$ cat config.mk
export PLATFORM = sky130hd
export DESIGN_NAME = capture_unit_mode_control
export DESIGN_NICKNAME = d
export VERILOG_FILES = /design/src/core/capture_edge_prescaler.v /design/src/core/capture_unit_mode_control.v
export VERILOG_INCLUDE_DIRS = /design/src /design/src/core
export SDC_FILE = /design/constraint.sdc
export NUM_CORES = 1
export LEC_CHECK = 0
export BUFFER_PORTS_ARGS = -buffer_cell sky130_fd_sc_hd__buf_4
export CORE_MARGIN = 1
export CORE_UTILIZATION = 40
export CTS_BUF_LIST = sky130_fd_sc_hd__clkbuf_2
export DETAILED_ROUTE_END_ITERATION = 16
export GPL_TIMING_DRIVEN = 0
export HOLD_SLACK_MARGIN = 0.12
export PLACE_DENSITY_LB_ADDON = 0.12
export REMOVE_ABC_BUFFERS = 1
export SYNTH_ARGS = -nofsm -noshare
export SYNTH_HDL_FRONTEND = slang
export SYNTH_SLANG_ARGS = --single-unit
$ cat constraint.sdc
create_clock -name mclk -period 3.28 [get_ports mclk]
set_clock_uncertainty 0.15 [all_clocks]
set_input_delay 0.984 -clock mclk [delete_from_list [all_inputs] [get_ports mclk]]
set_output_delay 0.984 -clock mclk [all_outputs]
set_load 0.03 [all_outputs]
$ cat src/core/capture_unit_map.vh
// Register offsets, field positions, mode codes and reset values of the capture unit
`ifndef CAPTURE_UNIT_MAP_VH
`define CAPTURE_UNIT_MAP_VH

// Register offsets on the plain register port
`define ADDR_MODE_CONTROL   3'h0
`define ADDR_HOLD_LOW       3'h1
`define ADDR_HOLD_HIGH      3'h2
`define ADDR_PERIPH_FLAG    3'h3
`define ADDR_IRQ_STATUS     3'h4
`define ADDR_IRQ_MASK       3'h5

// Mode control fields
`define MODE_LSB            0
`define MODE_MSB            3
`define FRAC_LO_BIT         4
`define FRAC_HI_BIT         5
`define CTRL_IMPL_MASK      8'h3f

// Peripheral flag register: unit flag position
`define UNIT_FLAG_BIT       2

// Interrupt status and mask layout
`define IRQ_CAPTURE_BIT     0
`define IRQ_MATCH_BIT       1
`define IRQ_SPECIAL_BIT     2
`define IRQ_WIDTH           3

// Mode select codes
`define MODE_OFF            4'h0
`define MODE_CAP_FALL       4'h4
`define MODE_CAP_RISE       4'h5
`define MODE_CAP_RISE4      4'h6
`define MODE_CAP_RISE16     4'h7
`define MODE_CMP_SET        4'h8
`define MODE_CMP_CLEAR      4'h9
`define MODE_CMP_SOFT       4'ha
`define MODE_CMP_SPECIAL    4'hb
`define MODE_GROUP_CAPTURE  2'h1
`define MODE_GROUP_COMPARE  2'h2
`define MODE_GROUP_PWM      2'h3

// Prescale terminal counts (divisor minus one)
`define PRESCALE_4          4'h3
`define PRESCALE_16         4'hf

// Reset values
`define RST_BYTE            8'h00
`define RST_WORD            16'h0000
`define RST_IRQ             3'h0
`define RST_NIBBLE          4'h0

// Port bits that can carry the unit pin
`define PIN_BIT_A           0
`define PIN_BIT_B           3

`endif

$ cat src/core/capture_edge_prescaler.v
// Edge detector and capture prescaler of the capture unit
`timescale 1ns/1ns
`include "capture_unit_map.vh"

module capture_edge_prescaler #(
  parameter CNT_WIDTH = 4
) (
  // Clock and reset
  input  wire       mclk,
  input  wire       rst_n,
  // Control
  input  wire [3:0] modeSelect,
  // Synchronised pin level
  input  wire       pinLevel,
  // Capture event pulse
  output reg        captureEvent
);

  reg                 prevLevel;
  reg                 armed;
  reg [CNT_WIDTH-1:0] prescaleCount;

  wire captureMode = (modeSelect[3:2] == `MODE_GROUP_CAPTURE);
  wire risingEdge  = armed & pinLevel & ~prevLevel;
  wire fallingEdge = armed & ~pinLevel & prevLevel;

  reg [CNT_WIDTH-1:0] prescaleTop;
  always @* begin
    prescaleTop = {CNT_WIDTH{1'b0}};
    if (modeSelect == `MODE_CAP_RISE4) begin
      prescaleTop = `PRESCALE_4;
    end else if (modeSelect == `MODE_CAP_RISE16) begin
      prescaleTop = `PRESCALE_16;
    end
  end

  always @(posedge mclk) begin
    if (!rst_n || !captureMode) begin
      // Off or not capturing: edge history and prescaler cleared
      prevLevel     <= 1'b0;
      armed         <= 1'b0;
      prescaleCount <= {CNT_WIDTH{1'b0}};
      captureEvent  <= 1'b0;
    end else begin
      prevLevel    <= pinLevel;
      armed        <= 1'b1;
      captureEvent <= 1'b0;
      case (modeSelect)
        `MODE_CAP_FALL: begin
          captureEvent <= fallingEdge;
        end
        `MODE_CAP_RISE: begin
          captureEvent <= risingEdge;
        end
        default: begin
          // Every 4th or 16th rising edge
          if (risingEdge) begin
            if (prescaleCount >= prescaleTop) begin
              prescaleCount <= {CNT_WIDTH{1'b0}};
              captureEvent  <= 1'b1;
            end else begin
              prescaleCount <= prescaleCount + 1'b1;
            end
          end
        end
      endcase
    end
  end

endmodule

$ cat src/core/capture_unit_mode_control.v
// Mode control, capture and compare path of the capture/compare/PWM unit
`timescale 1ns/1ns
`include "capture_unit_map.vh"

module capture_unit_mode_control (
  // Clock and reset
  input  wire        mclk,
  input  wire        rst_n,
  // Register port
  input  wire [2:0]  regAddr,
  input  wire [7:0]  regWrData,
  input  wire        regWrEn,
  input  wire        regRdEn,
  output reg  [7:0]  regRdData,
  // Timer one
  input  wire [15:0] timerOneCount,
  output reg         timerOneClear,
  output reg         adcStartConv,
  // Port pins and direction
  input  wire        pinLocationFuse,
  input  wire [7:0]  portDirectionReg,
  input  wire        portPinIn0,
  input  wire        portPinIn3,
  output reg         portPinOut0,
  output reg         portPinOe0,
  output reg         portPinOut3,
  output reg         portPinOe3,
  // PWM hand-off
  output reg         pwmActive,
  output reg  [1:0]  pwmDutyLsb,
  // Flags and interrupt
  output reg         unitIrqFlag,
  output reg         irq
);

  ////////////////////////////////////////////////////////////////////////////
  // Registers

  reg  [5:0]           unitModeControl;
  reg  [7:0]           captureHoldLow;
  reg  [7:0]           captureHoldHigh;
  reg  [`IRQ_WIDTH-1:0] irqStatus;
  reg  [`IRQ_WIDTH-1:0] irqMask;
  reg                  compareOut;
  reg                  matchSeen;

  wire [3:0] modeSelect     = unitModeControl[`MODE_MSB:`MODE_LSB];
  wire       durationFracHi = unitModeControl[`FRAC_HI_BIT];
  wire       durationFracLo = unitModeControl[`FRAC_LO_BIT];
  wire       unitOff        = (modeSelect == `MODE_OFF);
  wire       captureMode    = (modeSelect[3:2] == `MODE_GROUP_CAPTURE);
  wire       compareMode    = (modeSelect[3:2] == `MODE_GROUP_COMPARE);
  wire       pwmMode        = (modeSelect[3:2] == `MODE_GROUP_PWM);

  ////////////////////////////////////////////////////////////////////////////
  // Pin synchronisers and location select

  reg pinSync0A;
  reg pinSync0B;
  reg pinSync3A;
  reg pinSync3B;
  reg fuseSyncA;
  reg fuseSyncB;

  always @(posedge mclk) begin
    if (!rst_n) begin
      pinSync0A <= 1'b0;
      pinSync0B <= 1'b0;
      pinSync3A <= 1'b0;
      pinSync3B <= 1'b0;
      fuseSyncA <= 1'b0;
      fuseSyncB <= 1'b0;
    end else begin
      pinSync0A <= portPinIn0;
      pinSync0B <= pinSync0A;
      pinSync3A <= portPinIn3;
      pinSync3B <= pinSync3A;
      fuseSyncA <= pinLocationFuse;
      fuseSyncB <= fuseSyncA;
    end
  end

  // Fuse high puts the unit pin on port bit 0, low on port bit 3
  wire pinOnBitA = fuseSyncB;

  // The pad level is sampled whatever the direction bit says
  wire unitPinLevel = pinOnBitA ? pinSync0B : pinSync3B;

  wire unitPinDirIn = pinOnBitA ? portDirectionReg[`PIN_BIT_A]
                                : portDirectionReg[`PIN_BIT_B];

  ////////////////////////////////////////////////////////////////////////////
  // Capture edge detection and prescaler

  wire captureEvent;

  capture_edge_prescaler #(
    .CNT_WIDTH (4)
  ) u_edge (
    .mclk         (mclk),
    .rst_n        (rst_n),
    .modeSelect   (modeSelect),
    .pinLevel     (unitPinLevel),
    .captureEvent (captureEvent)
  );

  ////////////////////////////////////////////////////////////////////////////
  // Compare match

  wire timerEqual = compareMode &&
                    (timerOneCount == {captureHoldHigh, captureHoldLow});
  // One pulse per match, not one per cycle that the count rests on it
  wire matchEvent = timerEqual & ~matchSeen;
  wire specialEvent = matchEvent && (modeSelect == `MODE_CMP_SPECIAL);

  always @(posedge mclk) begin
    if (!rst_n || unitOff) begin
      matchSeen <= 1'b0;
    end else begin
      matchSeen <= timerEqual;
    end
  end

  always @(posedge mclk) begin
    if (!rst_n || unitOff) begin
      compareOut <= 1'b0;
    end else if (matchEvent) begin
      if (modeSelect == `MODE_CMP_SET) begin
        compareOut <= 1'b1;
      end else if (modeSelect == `MODE_CMP_CLEAR) begin
        compareOut <= 1'b0;
      end
      // Soft-interrupt and special-event settings leave the latch alone
    end
  end

  always @(posedge mclk) begin
    if (!rst_n) begin
      timerOneClear <= 1'b0;
      adcStartConv  <= 1'b0;
    end else begin
      timerOneClear <= specialEvent;
      adcStartConv  <= specialEvent;
    end
  end

  ////////////////////////////////////////////////////////////////////////////
  // Register writes

  wire wrControl  = regWrEn && (regAddr == `ADDR_MODE_CONTROL);
  wire wrHoldLow  = regWrEn && (regAddr == `ADDR_HOLD_LOW);
  wire wrHoldHigh = regWrEn && (regAddr == `ADDR_HOLD_HIGH);
  wire wrFlag     = regWrEn && (regAddr == `ADDR_PERIPH_FLAG);
  wire wrMask     = regWrEn && (regAddr == `ADDR_IRQ_MASK);
  wire rdStatus   = regRdEn && (regAddr == `ADDR_IRQ_STATUS);

  always @(posedge mclk) begin
    if (!rst_n) begin
      unitModeControl <= 6'h00;
    end else if (wrControl) begin
      unitModeControl <= regWrData[5:0];
    end
  end

  // Capture wins over a software write in the same cycle
  always @(posedge mclk) begin
    if (!rst_n) begin
      captureHoldLow  <= `RST_BYTE;
      captureHoldHigh <= `RST_BYTE;
    end else if (captureEvent && captureMode) begin
      captureHoldLow  <= timerOneCount[7:0];
      captureHoldHigh <= timerOneCount[15:8];
    end else begin
      if (wrHoldLow) begin
        captureHoldLow <= regWrData;
      end
      if (wrHoldHigh) begin
        captureHoldHigh <= regWrData;
      end
    end
  end

  wire flagSet = (captureEvent && captureMode) || matchEvent;

  // Hardware only sets the flag; a set beats a clearing write
  always @(posedge mclk) begin
    if (!rst_n) begin
      unitIrqFlag <= 1'b0;
    end else if (flagSet) begin
      unitIrqFlag <= 1'b1;
    end else if (wrFlag) begin
      unitIrqFlag <= regWrData[`UNIT_FLAG_BIT];
    end
  end

  ////////////////////////////////////////////////////////////////////////////
  // Interrupt status, mask and output

  wire [`IRQ_WIDTH-1:0] irqEvents;
  assign irqEvents[`IRQ_CAPTURE_BIT] = captureEvent && captureMode;
  assign irqEvents[`IRQ_MATCH_BIT]   = matchEvent;
  assign irqEvents[`IRQ_SPECIAL_BIT] = specialEvent;

  // A read clears the status, but an event in that cycle stays set
  wire [`IRQ_WIDTH-1:0] next_irqStatus = (rdStatus ? `RST_IRQ : irqStatus) | irqEvents;

  // New mask takes effect on the output in the cycle it is written
  wire [`IRQ_WIDTH-1:0] next_irqMask = wrMask ? regWrData[`IRQ_WIDTH-1:0] : irqMask;

  always @(posedge mclk) begin
    if (!rst_n) begin
      irqStatus <= `RST_IRQ;
      irqMask   <= `RST_IRQ;
      irq       <= 1'b0;
    end else begin
      irqStatus <= next_irqStatus;
      irqMask   <= next_irqMask;
      irq       <= |(next_irqStatus & next_irqMask);
    end
  end

  ////////////////////////////////////////////////////////////////////////////
  // Read data, one cycle after the strobe

  reg [7:0] next_regRdData;

  always @* begin
    next_regRdData = `RST_BYTE;
    if (regAddr == `ADDR_MODE_CONTROL) begin
      next_regRdData = {2'b00, unitModeControl} & `CTRL_IMPL_MASK;
    end else if (regAddr == `ADDR_HOLD_LOW) begin
      next_regRdData = captureHoldLow;
    end else if (regAddr == `ADDR_HOLD_HIGH) begin
      next_regRdData = captureHoldHigh;
    end else if (regAddr == `ADDR_PERIPH_FLAG) begin
      next_regRdData[`UNIT_FLAG_BIT] = unitIrqFlag;
    end else if (regAddr == `ADDR_IRQ_STATUS) begin
      next_regRdData[`IRQ_WIDTH-1:0] = irqStatus;
    end else if (regAddr == `ADDR_IRQ_MASK) begin
      next_regRdData[`IRQ_WIDTH-1:0] = irqMask;
    end
  end

  always @(posedge mclk) begin
    if (!rst_n) begin
      regRdData <= `RST_BYTE;
    end else if (regRdEn) begin
      regRdData <= next_regRdData;
    end else begin
      regRdData <= `RST_BYTE;
    end
  end

  ////////////////////////////////////////////////////////////////////////////
  // Pin drive and PWM hand-off

  // The unit drives its pin only in compare or PWM mode with direction output
  wire driveEnable = (compareMode || pwmMode) && !unitPinDirIn;

  always @(posedge mclk) begin
    if (!rst_n) begin
      portPinOut0 <= 1'b0;
      portPinOe0  <= 1'b0;
      portPinOut3 <= 1'b0;
      portPinOe3  <= 1'b0;
      pwmActive   <= 1'b0;
      pwmDutyLsb  <= 2'b00;
    end else begin
      portPinOut0 <= pinOnBitA & compareOut;
      portPinOe0  <= pinOnBitA & driveEnable;
      portPinOut3 <= ~pinOnBitA & compareOut;
      portPinOe3  <= ~pinOnBitA & driveEnable;
      pwmActive   <= pwmMode;
      // Fraction bits matter only in PWM mode
      pwmDutyLsb  <= pwmMode ? {durationFracHi, durationFracLo} : 2'b00;
    end
  end

endmodule

Yosys cells after proc, flatten, opt, wreduce, memory -nomap -nowiden
Cells that the tools add are included.
- bitwise gates (word level): 18
- equal/unequal tests: 16
- multiplexer cells: 27
- $lt $le $gt $ge: 1
- reductions and logical operators: 30
- add/subtract/negate cells: 1
- operators with widths (operator ; count):
    $mux 8 ; 5
    $eq 16x16->1 ; 1
    $eq 4x3->1 const B ; 4
    $mux 3 ; 5
    $eq 4x4->1 const B ; 3
    $mux 4 ; 3
    $logic_and 1x1->1 ; 10
    $mux 1 ; 10
    $and 1x1->1 ; 9
    $reduce_and 2->1 ; 4
    $reduce_bool 2->1 ; 4
    $not 1->1 ; 7
    $eq 3x2->1 const B ; 2
    $eq 3x3->1 const B ; 2
    $mux 6 ; 1
    $reduce_or 3->1 ; 2
    $mux 5 ; 1
    $add 4x1->4 const B ; 1
    $eq 2x2->1 const B ; 2
    $ge 4x4->1 ; 1
    $logic_not 4->1 ; 1
    $logic_or 1x1->1 ; 4
    $and 3x3->3 ; 1
    $eq 3x1->1 const B ; 1
    other kinds (7) ; 9
- output and inout port bits: 19
- register bits after elaboration: 61
- word-level logic and storage cells: 121
- input bits: 42

Logic depth before layout (Yosys ltp)
- depth after elaboration: 7
- depth in mapped cells: 8
- mapped depth without buffers: 8

Hierarchy
From an unflattened synthesis, not the netlist that was laid out.
- cell total of the unflattened synthesis: 310
- area total of the unflattened synthesis: 2844.0 um^2
- by module, submodules not included (module ; instances ; seq. area each (um^2) ; cells an instance ; area an instance (um^2)):
    capture_unit_mode_control ; 1 ; 1081.0 ; 257 ; 2368.5
    capture_edge_prescaler ; 1 ; 140.1 ; 53 ; 475.5

Worst setup path after synthesis
OpenSTA, ideal clock, no wires.
- path kind: input to register
- from: in timerOneCount[2]
- to: reg compareOut
- arrival time: 2262 ps
- required time: 3035 ps
- setup time: 95 ps
- path slack: 772 ps
- stages on the path: 5
- buffers on the path: 0
- cells stage by stage: xor2_1 -> nor4_2 -> nand4b_2 -> or4_1 -> a221oi_1
- word-level cells in the longest chain between the ends: 4
- ends and longest elaborated chain (element ; line ; text):
    from (decl) ; capture_unit_mode_control.v:16 ; input wire [15:0] timerOneCount,
    $eq 16x16->1 ; capture_unit_mode_control.v:111 ; (timerOneCount == {captureHoldHigh, captureHoldLow});
    $logic_and 1x1->1 ; capture_unit_mode_control.v:110 ; wire timerEqual = compareMode &&
    $and 1x1->1 ; capture_unit_mode_control.v:113 ; wire matchEvent = timerEqual & ~matchSeen;
    $reduce_and 2->1 (no source line) ; n/a ;
    to (signal assigned) ; capture_unit_mode_control.v:126 ; compareOut <= 1'b0;
    to (signal assigned) ; capture_unit_mode_control.v:129 ; compareOut <= 1'b1;
    to (signal assigned) ; capture_unit_mode_control.v:131 ; compareOut <= 1'b0;
    to (decl) ; capture_unit_mode_control.v:44 ; reg compareOut;
Every way passes these cells.
A chain may end at the register's enable or synchronous reset.

Final worst setup path
- from: reg unitModeControl[2]
- to: reg u_edge.prescaleCount[2]
- word-level cells in the longest chain between the ends: 5
- elaborated cells between the ends (all ways): 14
- classes of those cells: order compare: 1; eq/ne: 5; mux: 3; bitwise: 1; reduce/logical: 4
- ends and longest elaborated chain (element ; line ; text):
    from (decl) ; capture_unit_mode_control.v:39 ; reg [5:0] unitModeControl;
    from (signal assigned) ; capture_unit_mode_control.v:161 ; unitModeControl <= regWrData[5:0];
    $eq 4x3->1 (no source line) ; n/a ;
    $mux 4 ; capture_edge_prescaler.v:32 ; end else if (modeSelect == `MODE_CAP_RISE16) begin
    $mux 4 ; capture_edge_prescaler.v:30 ; if (modeSelect == `MODE_CAP_RISE4) begin
    $ge 4x4->1 ; capture_edge_prescaler.v:58 ; if (prescaleCount >= prescaleTop) begin
    $mux 4 ; capture_edge_prescaler.v:58 ;
    to (signal assigned) ; capture_edge_prescaler.v:42 ; prescaleCount <= {CNT_WIDTH{1'b0}};
    to (signal assigned) ; capture_edge_prescaler.v:59 ; prescaleCount <= {CNT_WIDTH{1'b0}};
    to (signal assigned) ; capture_edge_prescaler.v:62 ; prescaleCount <= prescaleCount + 1'b1;
    to (decl) ; capture_edge_prescaler.v:21 ; reg [CNT_WIDTH-1:0] prescaleCount;
Parallel ways exist; a longest one is shown, timed or not.

==> impl_results.rst <==
.. list-table::
   :header-rows: 1

   * - Metric
     - Value
   * - Share of the synthesized area in the top cell type
     - 0.432
   * - Pin count of the biggest net entering global routing
     - 36
   * - Post-Synthesis Cell Area
     - 2830 µm²
   * - Setup violations, final
     - 0
   * - Actual slew at the worst max-slew pin
     - 1.16 ns
   * - Main combinational cell family by area after synthesis
     - simple AND/OR/NAND/NOR gates
   * - Max_cap viols
     - 0
   * - Unrepaired setup endpoints after global routing
     - no
   * - Area share of and/or/nand/nor cells after synthesis
     - 0.192
   * - Leakage dissipation
     - about 1.4 nW
   * - Commonest cells after routing, fill and taps aside
     - sky130_fd_sc_hd__dfxtp_1 (61), sky130_fd_sc_hd__buf_4 (54), sky130_fd_sc_hd__nor2_1 (37)
   * - Overall routed net length
     - 6.76 mm
   * - Via-per-instance ratio
     - 5.13
   * - Proportion of synthesized chip area in sequential cells
     - 0.432
   * - Setup crit end kind
     - flip-flop
   * - Number of H-tree branching levels
     - 3
   * - Worst-case headroom to the max-slew limit
     - 0.223
   * - Number of slew-limit violations in the final report
     - 0
   * - Required arrival time at the worst endpoint
     - roughly 3.6 ns
   * - Global router's overall resource usage
     - 0.198
   * - Number of inserted diodes
     - 0
   * - Detailed-route DRC error count
     - 0
   * - PostCTS Resize Cnt
     - 0
   * - Post-CTS setup-driven buffer insertion count
     - 0
   * - Violation count after the first detailed-route iteration
     - 125
   * - Effective utilization at floorplan
     - 0.416
   * - Startpoint kind of the worst setup timing path
     - flip-flop
   * - Max Clk Rate
     - between 300 and 400 MHz
   * - Clk Tree Root Cell
     - sky130_fd_sc_hd__clkbuf_2
   * - Number of non-filler instances in the completed layout
     - ~450
   * - Area added between synthesis and finish
     - 20.7%
   * - Post-synth ARST share
     - 0
   * - Site Rows
     - 30
   * - Post-synthesis xor/xnor area fraction
     - 0.0588
   * - Synth Area in Compound Gates
     - 0.152
   * - Post-detailed-route wirelength per cell
     - 14.9 µm
   * - Number of hold violations in the final report
     - 0
   * - Distinct cells, synth
     - between 50 and 60
   * - Adder and majority cell fraction of the synthesized area
     - 0.0221
   * - Clock transition time at the flip-flop clock pins of the worst setup and hold paths
     - ~0.16 ns
   * - Number of nets in the layout
     - around 400
   * - CTS tree
     - yes
   * - Worst stage delay on the critical path
     - 0.51 ns
   * - Instance count after placement with tap cells included
     - 437
   * - Top-level port count
     - 61
   * - Ys flop type
     - sky130_fd_sc_hd__dfxtp_1
   * - Library cell contributing the largest single delay on the critical path
     - sky130_fd_sc_hd__dfxtp_1
   * - First-pass GRT wire length
     - ~11 mm
   * - Total iterations of the first detailed-routing run
     - 4
   * - Die width
     - roughly 86 µm
   * - Hold buffers post-CTS
     - 0
   * - Mux contribution to synthesized area
     - 0.107
   * - Initial antenna violation count
     - 0
   * - Number of clock sinks
     - 61
   * - Clock period minus worst slack
     - 2.65 ns
   * - Fill cells
     - 669
   * - Worst supply voltage drop on vdd
     - 305 µV
   * - Startpoint-to-endpoint class of the critical path
     - flip-flop to flip-flop
   * - Most common cell after layout, fill and taps aside
     - sky130_fd_sc_hd__dfxtp_1
   * - Num CTS Buffers
     - 9
   * - Global placement routability congestion
     - 0.777
   * - CP Launch Point
     - unitModeControl[2]
   * - Number of enable-type register cells in the synthesized netlist
     - 0
   * - Core Area
     - 6790 µm²
   * - Crit share post-route
     - 0.807
   * - Worst Hold Class
     - flip-flop to flip-flop
   * - Synth warn
     - 0
   * - Launch point of the worst hold path
     - pinSync0A
   * - Register bit count reported by yosys
     - 61
   * - Synth area leader
     - sky130_fd_sc_hd__dfxtp_1
   * - Result of the run
     - finished clean
   * - Area enclosed by the die boundary
     - 7410 µm²
   * - Quantity of I/O buffers inserted on ports
     - 54
   * - Proportion of layout cells with a drive suffix above 1
     - 0.213
   * - Vias in the first global route
     - between 2000 and 2500
   * - Gr ovfl total
     - 0
   * - Syn_area_per_cell
     - ~9.3 µm²
   * - Largest fanout on the critical path
     - 8
   * - Total number of vias
     - ~2300
   * - Reg-to-Reg Start
     - unitModeControl[2]
   * - Biggest area contributors in the synthesized netlist
     - sky130_fd_sc_hd__dfxtp_1 (43%), sky130_fd_sc_hd__mux2i_1 (10%), sky130_fd_sc_hd__nor2_1 (4.9%), sky130_fd_sc_hd__xor2_1 (4.3%), sky130_fd_sc_hd__a211oi_1 (4.0%)
   * - Setup ws final
     - 0.633 ns
   * - Crit-path cells
     - nor2b_1 -> and2_1 -> ha_1 -> nand2b_1 -> a21o_1 -> a211o_1 -> a31o_2 -> nor2_1
   * - Final HPWL DP
     - 4.76 mm
   * - Worst-case setup slack after placement
     - 0.403 ns
   * - Arr. time, crit path
     - 2.91 ns
   * - Clk_lat worst skew
     - approximately 0.48 ns
   * - Total negative setup slack
     - 0 ns
   * - Detail Route Antenna Nets
     - 0
   * - Max Buffers Root-to-Sink
     - 2
   * - Pwr Density
     - 414 nW/µm²
   * - Post-synthesis instance total
     - slightly above 300
   * - Vertical die dimension
     - 86.1 µm
==> critical path, delay by kind of cell, from the launching register on <==
family / cells / cell delay (ns)
AND/OR/NAND/NOR: 4 / 0.95
AO/OA/AOI/OAI: 3 / 0.75
adder cells (fa/ha/maj): 1 / 0.24
flip-flops: 1 / 0.51
==> layout make-up <==
cell class / instances / area [µm²] / area share
sequential: 61 / 1220 / 0.358
clock buffer: 10 / 50.0 / 0.0147
inverter: 10 / 37.5 / 0.0110
timing repair buffer: 54 / 405 / 0.119
clock inverter: 6 / 77.6 / 0.0227
multi-input combinational: 216 / 1500 / 0.440
tap: 96 / 120 / 0.0352
==> power breakdown <==
part / internal (W) / total [W] / leakage (nW) / switching [W]
Clock: 0.000249 / 0.000517 / 0.0808 / 0.000268
Sequential: 0.000754 / 0.000763 / 0.494 / 0.00000922
Combinational: 0.0000619 / 0.000133 / 0.793 / 0.0000706
Total: 0.00106 / 0.00141 / 1.37 / 0.000348
==> routing by layer <==
metal	GRT usage	wire length, µm	part of all wire	vias up
li1	-	-	-	1171
met1	0.235	3010	0.44	1089
met2	0.342	3350	0.50	59
met3	0.0654	360	0.053	5
met4	0.0561	41	0.0061	0
met5	0	0	0	-
==> Yosys cell counts, types with 3 or more instances <==
| library cell | count |
|---|---|
| sky130_fd_sc_hd__nor4_1 | 3 |
| sky130_fd_sc_hd__buf_1 | 3 |
| sky130_fd_sc_hd__a21oi_1 | 12 |
| sky130_fd_sc_hd__clkbuf_1 | 9 |
| sky130_fd_sc_hd__inv_1 | 9 |
| sky130_fd_sc_hd__o21bai_1 | 3 |
| sky130_fd_sc_hd__o21ai_0 | 3 |
| sky130_fd_sc_hd__nand2_1 | 19 |
| sky130_fd_sc_hd__xor2_1 | 14 |
| sky130_fd_sc_hd__a211oi_1 | 15 |
| sky130_fd_sc_hd__mux2i_1 | 29 |
| sky130_fd_sc_hd__nor3_1 | 4 |
| sky130_fd_sc_hd__nor2_1 | 37 |
| sky130_fd_sc_hd__nor2b_1 | 3 |
| sky130_fd_sc_hd__xnor2_1 | 5 |
| sky130_fd_sc_hd__ha_1 | 5 |
| sky130_fd_sc_hd__nand3_1 | 6 |
| sky130_fd_sc_hd__buf_2 | 3 |
| sky130_fd_sc_hd__and2_1 | 9 |
| sky130_fd_sc_hd__dfxtp_1 | 61 |
| sky130_fd_sc_hd__a22oi_1 | 5 |
| sky130_fd_sc_hd__a21o_1 | 5 |
==> per-stage QoR <==
step	cell area (µm²)	utilization	hold WS, ns	power, W
detailed placement	3290	0.484	0.271	0.000911
global placement	3290	0.484	0.263	0.000911
global route	3410	0.502	0.331	0.00148
floorplan	2760	-	0.262	0.000837
CTS	3410	0.502	0.309	0.00143
finish	3410	0.502	0.304	0.00141
==> final timing paths <==
kind / endpoint / cells after the start / slack [ns]
max: u_edge.prescaleCount[2] / 8 / 0.63
min: pinSync0B / 1 / 0.30
max reg2reg: u_edge.prescaleCount[2] / 8 / 0.63
min reg2reg: pinSync0B / 1 / 0.30
==> kinds of logic (layout without fill, tap and decap cells) <==
group | Yosys count | after routing
and+or+nand+nor | 104 | 104
muxes | 30 | 30
xor gates and xnor gates | 19 | 19
buffers and inverters | 26 | 80
adders and majority gates | 5 | 5
AOI/OAI and AO/OA | 58 | 58
DFF | 61 | 61
==> state kept, by name, indices dropped and copies added, names as in the netlist, 2 cells and up <==
register / flops
captureHoldHigh: 8
captureHoldLow: 8
regRdData: 8
unitModeControl: 6
u_edge.prescaleCount: 4
irqMask: 3
irqStatus: 3
pwmDutyLsb: 2
Power figures use the tool's default switching activity.
